--- config.mk ---
export PLATFORM = sky130hd
export DESIGN_NAME = dcr_regs
export DESIGN_NICKNAME = d
export VERILOG_FILES = /design/src/pkg/dcr_pkg.sv /design/src/design/dcr_regs.sv
export SDC_FILE = /design/constraint.sdc
export NUM_CORES = 1
export LEC_CHECK = 0
export BUFFER_PORTS_ARGS = -buffer_cell sky130_fd_sc_hd__buf_2
export CAP_MARGIN = 30
export CORE_UTILIZATION = 53
export CTS_BUF_LIST = sky130_fd_sc_hd__clkbuf_4 sky130_fd_sc_hd__clkbuf_8
export DETAILED_ROUTE_END_ITERATION = 16
export GPL_TIMING_DRIVEN = 0
export PLACE_DENSITY = 0.74
export SKIP_CTS_REPAIR_TIMING = 1
export SYNTH_ARGS = -nofsm -noshare
export SYNTH_HDL_FRONTEND = slang
export SYNTH_SLANG_ARGS = --single-unit
--- constraint.sdc ---
create_clock -name clk -period 5.6 [get_ports clk]
set_clock_uncertainty 0.15 [all_clocks]
set_input_delay 0 -clock clk [delete_from_list [all_inputs] [get_ports clk]]
set_output_delay 0 -clock clk [all_outputs]
set_load 0.02 [all_outputs]
--- src/pkg/dcr_pkg.sv ---
// package: register map, field layout and shared types of the datapath config bank
package dcr_pkg;
  // ---------------------------------------------------------------
  // register offsets
  // ---------------------------------------------------------------
  localparam logic [4:0] ADDR_FILTER_FORMAT = 5'h01;
  localparam logic [4:0] ADDR_OUTPUT_DELAY = 5'h02;
  localparam logic [4:0] ADDR_FIFO_ALARM = 5'h03;
  localparam logic [4:0] ADDR_CURRENT_SCALE = 5'h04;
  localparam logic [4:0] ADDR_TEMPERATURE = 5'h05;
  localparam logic [4:0] ADDR_ALARM_STATUS = 5'h07;
  // ---------------------------------------------------------------
  // reset values
  // ---------------------------------------------------------------
  localparam logic [7:0] RST_FILTER_FORMAT = 8'h11;
  localparam logic [7:0] RST_OUTPUT_DELAY = 8'h00;
  localparam logic [7:0] RST_FIFO_ALARM = 8'h10;
  localparam logic [7:0] RST_CURRENT_SCALE = 8'hFF;
  localparam logic [7:0] RST_ALARM_STATUS = 8'h00;
  // ---------------------------------------------------------------
  // writable bit masks (reserved bits stay zero)
  // ---------------------------------------------------------------
  localparam logic [7:0] MASK_FILTER_FORMAT = 8'h1D;
  localparam logic [7:0] MASK_OUTPUT_DELAY = 8'h0F;
  localparam logic [7:0] MASK_FIFO_ALARM = 8'h9F;
  localparam logic [7:0] MASK_CURRENT_SCALE = 8'hFF;
  localparam logic [7:0] MASK_ALARM_STATUS = 8'h6B;
  // ---------------------------------------------------------------
  // field positions
  // ---------------------------------------------------------------
  localparam int BIT_INTERP = 4;
  localparam int BIT_SINC = 3;
  localparam int BIT_PATCHK = 2;
  localparam int BIT_TWOS = 0;
  localparam int BIT_AUTOCLR = 7;
  localparam int OFS_LSB = 2;
  localparam int BIT_TWO_APART = 1;
  localparam int BIT_ONE_APART = 0;
  localparam int SCALE_A_LSB = 4;
  localparam int SCALE_B_LSB = 0;
  localparam int ALM_ZERO = 6;
  localparam int ALM_COLL = 5;
  localparam int ALM_PATT = 3;
  localparam int ALM_TWO = 1;
  localparam int ALM_ONE = 0;
  // ---------------------------------------------------------------
  // counts
  // ---------------------------------------------------------------
  localparam int GOOD_RUN = 64;
  localparam logic [6:0] GOOD_RUN_CNT = 7'(GOOD_RUN);
  localparam int DELAY_TAPS = 16;
  // ---------------------------------------------------------------
  // carriers
  // ---------------------------------------------------------------
  typedef struct packed {
    logic interp_en;
    logic sinc_corr_en;
    logic pattern_check_en;
    logic twos_complement;
    logic [3:0] output_delay;
    logic alarm_auto_clear_enable;
    logic [2:0] fifo_sync_offset;
    logic two_apart_alarm_enable;
    logic one_apart_alarm_enable;
    logic [3:0] scale_a;
    logic [3:0] scale_b;
  } dcr_ctrl_t;

  typedef struct packed {
    logic write_ptr_zero;
    logic fifo_collision;
    logic pattern_mismatch;
    logic ptr_two_apart;
    logic ptr_one_apart;
  } dcr_alarm_t;
endpackage : dcr_pkg

--- src/design/dcr_regs.sv ---
// design: datapath configuration and status register bank with delay line and alarm latch
// What this block does
// - interpolation enable, reset set, turns on 2x interpolation.
// - the sinc filter enable turns the correction filter on, usable only with interpolation.
// - the pattern checker runs only while its enable bit, reset clear, is set.
// - the format bit selects two's complement when set and offset binary when clear, reset set.
// - samples to both cores are delayed by 1 to 16 clock cycles, the delay field value plus one.
// - with auto-clear set, latched alarms clear after 64 consecutive good samples.
// - each read-pointer sync loads the 3-bit offset field, reset 100.
// - the two-apart proximity alarm is raised only while its enable is set.
// - the one-apart proximity alarm is raised only while its enable is set.
// - channel A and B current scale take 4-bit fields, 16 steps, reset all ones.
// - the temperature register is read-only and returns the sensor byte.
// - unused bits reset to zero and stay zero.
// - the alarm status register resets to zero and a host write clears the bits written as one.
module dcr_regs (
  input wire logic clk,
  input wire logic srst,
  input wire logic reg_wr,
  input wire logic reg_rd,
  input wire logic [4:0] reg_addr,
  input wire logic [7:0] reg_wdata,
  output logic [7:0] reg_rdata,
  output logic reg_hit,
  input wire logic [7:0] temp_code,
  input wire logic [31:0] sample_in,
  input wire logic sample_valid,
  input wire logic sample_good,
  input wire logic ptr_sync,
  input wire logic [2:0] ptr_distance,
  input wire dcr_pkg::dcr_alarm_t alarm_evt,
  output dcr_pkg::dcr_ctrl_t ctrl,
  output logic [31:0] sample_out,
  output logic [2:0] read_ptr_load,
  output logic read_ptr_load_en,
  output logic [7:0] alarm_status
);
  // ---------------------------------------------------------------
  // register storage
  // ---------------------------------------------------------------
  logic [7:0] filt_ff, dly_ff, fifo_ff, scale_ff, alarm_ff;
  logic [7:0] temp_s1_ff, temp_s2_ff;
  logic [6:0] good_cnt_ff;
  logic [31:0] taps_ff [dcr_pkg::DELAY_TAPS - 1];
  logic [7:0] rdata_ff;
  logic hit_ff;
  logic [2:0] ptr_load_ff;
  logic ptr_load_en_ff;
  dcr_pkg::dcr_ctrl_t ctrl_ff;
  logic [31:0] sample_out_ff;

  function automatic logic [7:0] masked(input logic [7:0] v, input logic [7:0] m);
    masked = v & m;
  endfunction : masked

  wire wr_filt = reg_wr && reg_addr == dcr_pkg::ADDR_FILTER_FORMAT;
  wire wr_dly = reg_wr && reg_addr == dcr_pkg::ADDR_OUTPUT_DELAY;
  wire wr_fifo = reg_wr && reg_addr == dcr_pkg::ADDR_FIFO_ALARM;
  wire wr_scale = reg_wr && reg_addr == dcr_pkg::ADDR_CURRENT_SCALE;
  wire wr_alarm = reg_wr && reg_addr == dcr_pkg::ADDR_ALARM_STATUS;

  // ---------------------------------------------------------------
  // alarm sources gated by their enables
  // ---------------------------------------------------------------
  wire two_apart = alarm_evt.ptr_two_apart && fifo_ff[dcr_pkg::BIT_TWO_APART];
  wire one_apart = alarm_evt.ptr_one_apart && fifo_ff[dcr_pkg::BIT_ONE_APART];
  wire patt = alarm_evt.pattern_mismatch && filt_ff[dcr_pkg::BIT_PATCHK];
  wire [7:0] alarm_set = {1'b0, alarm_evt.write_ptr_zero, alarm_evt.fifo_collision, 1'b0,
                          patt, 1'b0, two_apart, one_apart};
  wire auto_on = fifo_ff[dcr_pkg::BIT_AUTOCLR];
  wire run_done = auto_on && sample_valid && sample_good
                  && good_cnt_ff == dcr_pkg::GOOD_RUN_CNT - 7'h01;
  // write one clears; a new event in the same cycle wins
  wire [7:0] alarm_clr = (wr_alarm ? reg_wdata : 8'h00) | (run_done ? 8'hFF : 8'h00);
  wire [7:0] nxt_alarm = masked((alarm_ff & ~alarm_clr) | alarm_set,
                                dcr_pkg::MASK_ALARM_STATUS);
  wire [6:0] nxt_good_cnt = (!auto_on || (sample_valid && !sample_good) || run_done) ? 7'h00 :
                            (sample_valid ? good_cnt_ff + 7'h01 : good_cnt_ff);

  // ---------------------------------------------------------------
  // control decode
  // ---------------------------------------------------------------
  dcr_pkg::dcr_ctrl_t nxt_ctrl;
  always_comb begin
    nxt_ctrl.interp_en = filt_ff[dcr_pkg::BIT_INTERP];
    // sinc alone is meaningless without interpolation, so force it off
    nxt_ctrl.sinc_corr_en = filt_ff[dcr_pkg::BIT_SINC] && filt_ff[dcr_pkg::BIT_INTERP];
    nxt_ctrl.pattern_check_en = filt_ff[dcr_pkg::BIT_PATCHK];
    nxt_ctrl.twos_complement = filt_ff[dcr_pkg::BIT_TWOS];
    nxt_ctrl.output_delay = dly_ff[3:0];
    nxt_ctrl.alarm_auto_clear_enable = auto_on;
    nxt_ctrl.fifo_sync_offset = fifo_ff[dcr_pkg::OFS_LSB +: 3];
    nxt_ctrl.two_apart_alarm_enable = fifo_ff[dcr_pkg::BIT_TWO_APART];
    nxt_ctrl.one_apart_alarm_enable = fifo_ff[dcr_pkg::BIT_ONE_APART];
    nxt_ctrl.scale_a = scale_ff[dcr_pkg::SCALE_A_LSB +: 4];
    nxt_ctrl.scale_b = scale_ff[dcr_pkg::SCALE_B_LSB +: 4];
  end

  // ---------------------------------------------------------------
  // read mux
  // ---------------------------------------------------------------
  wire is_filt = reg_addr == dcr_pkg::ADDR_FILTER_FORMAT;
  wire is_dly = reg_addr == dcr_pkg::ADDR_OUTPUT_DELAY;
  wire is_fifo = reg_addr == dcr_pkg::ADDR_FIFO_ALARM;
  wire is_scale = reg_addr == dcr_pkg::ADDR_CURRENT_SCALE;
  wire is_temp = reg_addr == dcr_pkg::ADDR_TEMPERATURE;
  wire is_alarm = reg_addr == dcr_pkg::ADDR_ALARM_STATUS;
  wire nxt_hit = reg_rd && (is_filt || is_dly || is_fifo || is_scale || is_temp || is_alarm);
  wire [7:0] nxt_rdata = !reg_rd ? rdata_ff :
                         is_filt ? filt_ff :
                         is_dly ? dly_ff :
                         is_fifo ? fifo_ff :
                         is_scale ? scale_ff :
                         is_temp ? temp_s2_ff :
                         is_alarm ? alarm_ff : 8'h00;

  // ---------------------------------------------------------------
  // next register values
  // ---------------------------------------------------------------
  wire [7:0] nxt_filt = wr_filt ? masked(reg_wdata, dcr_pkg::MASK_FILTER_FORMAT)
                                : filt_ff;
  wire [7:0] nxt_dly = wr_dly ? masked(reg_wdata, dcr_pkg::MASK_OUTPUT_DELAY)
                              : dly_ff;
  wire [7:0] nxt_fifo = wr_fifo ? masked(reg_wdata, dcr_pkg::MASK_FIFO_ALARM)
                                : fifo_ff;
  wire [7:0] nxt_scale = wr_scale ? masked(reg_wdata, dcr_pkg::MASK_CURRENT_SCALE)
                                  : scale_ff;

  // ---------------------------------------------------------------
  // interpolation, filter and format register
  // ---------------------------------------------------------------
  // reserved bits are masked on the way in, so they never read back as one
  always_ff @(posedge clk) begin
    if (srst) begin
      filt_ff <= dcr_pkg::RST_FILTER_FORMAT;
    end else begin
      filt_ff <= nxt_filt;
    end
  end

  // ---------------------------------------------------------------
  // output delay register
  // ---------------------------------------------------------------
  always_ff @(posedge clk) begin
    if (srst) begin
      dly_ff <= dcr_pkg::RST_OUTPUT_DELAY;
    end else begin
      dly_ff <= nxt_dly;
    end
  end

  // ---------------------------------------------------------------
  // fifo sync offset and alarm enable register
  // ---------------------------------------------------------------
  always_ff @(posedge clk) begin
    if (srst) begin
      fifo_ff <= dcr_pkg::RST_FIFO_ALARM;
    end else begin
      fifo_ff <= nxt_fifo;
    end
  end

  // ---------------------------------------------------------------
  // current scale register
  // ---------------------------------------------------------------
  always_ff @(posedge clk) begin
    if (srst) begin
      scale_ff <= dcr_pkg::RST_CURRENT_SCALE;
    end else begin
      scale_ff <= nxt_scale;
    end
  end

  // ---------------------------------------------------------------
  // alarm latch
  // ---------------------------------------------------------------
  always_ff @(posedge clk) begin
    if (srst) begin
      alarm_ff <= dcr_pkg::RST_ALARM_STATUS;
    end else begin
      alarm_ff <= nxt_alarm;
    end
  end

  // ---------------------------------------------------------------
  // good-sample run counter
  // ---------------------------------------------------------------
  // the run restarts while auto-clear is off, so enabling it never clears at once
  always_ff @(posedge clk) begin
    if (srst) begin
      good_cnt_ff <= 7'h00;
    end else begin
      good_cnt_ff <= nxt_good_cnt;
    end
  end

  // ---------------------------------------------------------------
  // temperature synchroniser
  // ---------------------------------------------------------------
  // sensor byte comes from an analog block on its own timing; a byte caught
  // mid-change may read one step off, which a slow host read tolerates
  always_ff @(posedge clk) begin
    if (srst) begin
      temp_s1_ff <= 8'h00;
    end else begin
      temp_s1_ff <= temp_code;
    end
  end

  always_ff @(posedge clk) begin
    if (srst) begin
      temp_s2_ff <= 8'h00;
    end else begin
      temp_s2_ff <= temp_s1_ff;
    end
  end

  // ---------------------------------------------------------------
  // read data
  // ---------------------------------------------------------------
  always_ff @(posedge clk) begin
    if (srst) begin
      rdata_ff <= 8'h00;
    end else begin
      rdata_ff <= nxt_rdata;
    end
  end

  // ---------------------------------------------------------------
  // read hit
  // ---------------------------------------------------------------
  always_ff @(posedge clk) begin
    if (srst) begin
      hit_ff <= 1'b0;
    end else begin
      hit_ff <= nxt_hit;
    end
  end

  // ---------------------------------------------------------------
  // decoded controls
  // ---------------------------------------------------------------
  // one cycle of lag on every control keeps each output a plain flop
  always_ff @(posedge clk) begin
    if (srst) begin
      ctrl_ff <= '0;
    end else begin
      ctrl_ff <= nxt_ctrl;
    end
  end

  // ---------------------------------------------------------------
  // read-pointer sync
  // ---------------------------------------------------------------
  always_ff @(posedge clk) begin
    if (srst) begin
      ptr_load_ff <= 3'h0;
    end else begin
      ptr_load_ff <= fifo_ff[dcr_pkg::OFS_LSB +: 3];
    end
  end

  always_ff @(posedge clk) begin
    if (srst) begin
      ptr_load_en_ff <= 1'b0;
    end else begin
      ptr_load_en_ff <= ptr_sync;
    end
  end

  // ---------------------------------------------------------------
  // output delay line, 1..16 cycles
  // ---------------------------------------------------------------
  // delay 0 bypasses the taps and costs only the output flop; tap i holds
  // the sample from i+1 cycles back
  wire [3:0] out_delay = dly_ff[3:0];
  wire [3:0] tap_index = out_delay - 4'h1;
  wire [31:0] tap_sel = (out_delay == 4'h0) ? sample_in : taps_ff[tap_index];

  always_ff @(posedge clk) begin
    if (srst) begin
      for (int i = 0; i < dcr_pkg::DELAY_TAPS - 1; i++) begin
        taps_ff[i] <= 32'h0000_0000;
      end
    end else begin
      taps_ff[0] <= sample_in;
      for (int i = 1; i < dcr_pkg::DELAY_TAPS - 1; i++) begin
        taps_ff[i] <= taps_ff[i-1];
      end
    end
  end

  always_ff @(posedge clk) begin
    if (srst) begin
      sample_out_ff <= 32'h0000_0000;
    end else begin
      sample_out_ff <= tap_sel;
    end
  end

  // ---------------------------------------------------------------
  // ports
  // ---------------------------------------------------------------
  assign reg_rdata = rdata_ff;
  assign reg_hit = hit_ff;
  assign ctrl = ctrl_ff;
  assign sample_out = sample_out_ff;
  assign read_ptr_load = ptr_load_ff;
  assign read_ptr_load_en = ptr_load_en_ff;
  assign alarm_status = alarm_ff;
  // ptr_distance is informative only; proximity events arrive already decoded
  wire unused_dist = ^ptr_distance;
endmodule : dcr_regs

==> metrics.yaml <==
run_status:
  status: "finished with violations"
  violations: "hold timing"
detailed_routing:
  route.detailed.wl_per_inst_um: 18.55
  drc_errors: 0
  wl_mm: 50.66
  vias: 14200
  firstDrtPassIters: 5
  via_per_inst: 5.198
  drt_iter0_markers: 661
  ant_nets: 0
sta:
  finalCriticalPeriod_ps: 4048
  finalHoldViolCount: 3
  tns_ps: 0
  slew_headroom: 0.3446
  rsz0062_at_grt: "no"
  holdWs_ps: -28.75
  setup_ws_ps: 1552
  drv_slew: 0
  worstMarginPinSlew_ps: 972.5
  fmax_mhz: 247.0
  setup_viol: 0
  finalCritPeriodShare: 0.7229
finish:
  area_delta_synth_final_pct: 19.73
  drive_above_1_share: 0.1984
  n_fill_cell: 2995
  num_antenna_cells: 0
  layout_common_cells: "dfxtp_1, nor2b_1, buf_2"
  multi_input_area_um2: 8361
  regArea_um2: 11890
  nets: 2218
  mostFrequentLayoutCell: "dfxtp_1"
worst_setup_path:
  cp-end-kind: "register"
  cp_common_cell: "buf_2"
  crit_chain: "buf_6 > buf_8 > buf_12 > buf_4 > inv_1 > ha_1 > buf_2 > buf_2 > clkbuf_1 > mux4_2 > o31ai_1 > o31ai_2"
  start_kind: "register"
  required_ps: 5960
  crit_type: "reg2reg"
  crit_slowest_cell: "o31ai_1"
  critPathArrivalTime_ps: 4400
  cp_max_fo: 10
  slowest_delay_ps: 620
floorplan:
  core_area_um2: 38830
  initial_core_util: 0.5393
  die_h_um: 200.8
  dieWidth_um: 200.8
  std_cell_rows: 72
  io_pins: 143
  fp.dieArea_um2: 40310
placed_design:
  gp_congestion: 0.8966
  post-place-ws_ps: 1633
  portBuffers: 134
  post-dp-hpwl_mm: 35.97
synth:
  seq_area_frac_synth: 0.5678
  ys_top_cells_by_area: "dfxtp_1, nor2b_1, mux4_2"
  ys_types: 56
  synth_top_cell_area_share: 0.5678
  avgSynthCellArea_um2: 11.44
  syn_inst: 1830
  ys_async_sr_fraction: 0
  synth_edf_count: 0
  ys_warn_count: 0
  yosys_register_bits: 594
  synth_top_flop_cell: "dfxtp_1"
  netlist_area_um2: 20940
  synth_area_leader_cell: "dfxtp_1"
clock_network:
  cts_buffers: 94
  clock_sinks: 594
  cts_root_buffer: "clkbuf_8"
  htreeDepth: 3
  clkLatencyLatePin_ps: 640
  cts.path.max_buffers: 3
  clk_pin_slew_ps: 70
  cts_tree: "built"
power:
  power_leakage_nw: 9.818
  peakVddDrop_mv: 0.2324
  p_per_area_nw_per_um2: 338.0
grt:
  grt_start_max_net_pins: 13
  grt_remaining_overflow: 0
  grt_pass1_wl_mm: 76.94
  grtUsageTotal: 0.2461
  grt_antenna_before_repair: 0
  grt_pass1_vias: 14150
min_path:
  hold_class: "in2reg"
run:
  cap_violations: 0
[stage by stage]
step	instance area, um2	total power, W	std cells	utilization
3_5_place_dp	22280	0.004752	2485	0.5739
6_report	25070	0.008475	2731	0.6458
4_1_cts	24230	0.008484	2647	0.6241
5_1_grt	25070	0.008766	2731	0.6458
2_1_floorplan	20950	0.004610	1832	-
3_3_place_gp	22270	0.004744	2484	0.5735
[worst paths after layout]
path	from	end	slack, ps	cells past startpoint
hold reg to reg	temp_s1_ff[3]	temp_s2_ff[3]	280	1
setup reg to reg	dly_ff[0]	sample_out[11]	1550	12
setup / recovery	dly_ff[0]	sample_out[11]	1550	12
hold / removal	ptr_sync	read_ptr_load_en	-30	3
[state kept, by name, summed over array words and instances (netlist names), 7 cells and up]
signal,flops
taps_ff,480
sample_out,32
ctrl,19
reg_rdata,8
scale_ff,8
temp_s1_ff,8
temp_s2_ff,8
good_cnt_ff,7
[area by class of cell]
class	instances	area share
inverters	6	0.0008982
plain buffers	138	0.02690
flip-flops and latches	594	0.4743
clock buffers	151	0.07415
clock inverters	11	0.003643
multi-input cells	1094	0.3334
repair buffers	219	0.06088
well taps	518	0.02585
[cells in the mapped netlist, types with 2 or more instances]
cell	n
mux4_2	88
nor2_1	84
a21oi_1	24
a32o_1	3
inv_1	6
and3_1	8
mux2_2	2
nand3_1	11
buf_12	3
dfxtp_1	594
a31oi_1	5
buf_4	15
a211oi_1	25
buf_6	2
nand3b_1	11
xnor2_1	3
o21ai_1	10
a211o_1	25
nand2_1	87
o31ai_2	4
buf_1	2
mux2i_1	58
buf_2	20
nor4b_1	2
a22o_1	2
and2_1	2
o2bb2ai_1	2
ha_1	3
xor2_1	5
nor3b_1	2
o22ai_1	10
nor2b_1	518
a32oi_1	3
nand2b_1	14
clkbuf_1	95
nand4_1	5
o221ai_1	12
o31ai_1	47
[cells by family (layout without fill, tap and decap cells)]
family,count (synthesis),count (layout),synth area share
simple gates,754,754,0.2066
fa+ha+maj,3,3,0.001793
xor+xnor,9,9,0.004123
other cells,1,3,0.0001791
compound gates,177,177,0.06274
buf+inv,144,525,0.03328
mux,148,148,0.1234
flops,594,594,0.5678
[power by group]
part           internal, W  switching (W)  leakage (nW)
Combinational     0.000152       0.000237          3.96
Clock              0.00213        0.00163          1.04
Sequential         0.00429      0.0000262          4.82
Total              0.00658        0.00190          9.82
[per-layer routing]
metal | wire, um | track usage | share of wire | vias up
met5 | 59 | 0.01071 | 0.0012 | -
met4 | 1118 | 0.09079 | 0.022 | 2
met3 | 2622 | 0.04886 | 0.052 | 79
met2 | 23950 | 0.4004 | 0.47 | 422
met1 | 22910 | 0.3246 | 0.45 | 6859
li1 | - | - | - | 6834
[worst max-delay path, delay by kind of cell, from the launching register on]
family	cells	cell delay, ps
buf+inv	8	1920
compound gates	2	740
flops	1	400
mux	1	400
fa+ha+maj	1	270
Power figures use the tool's default switching activity.
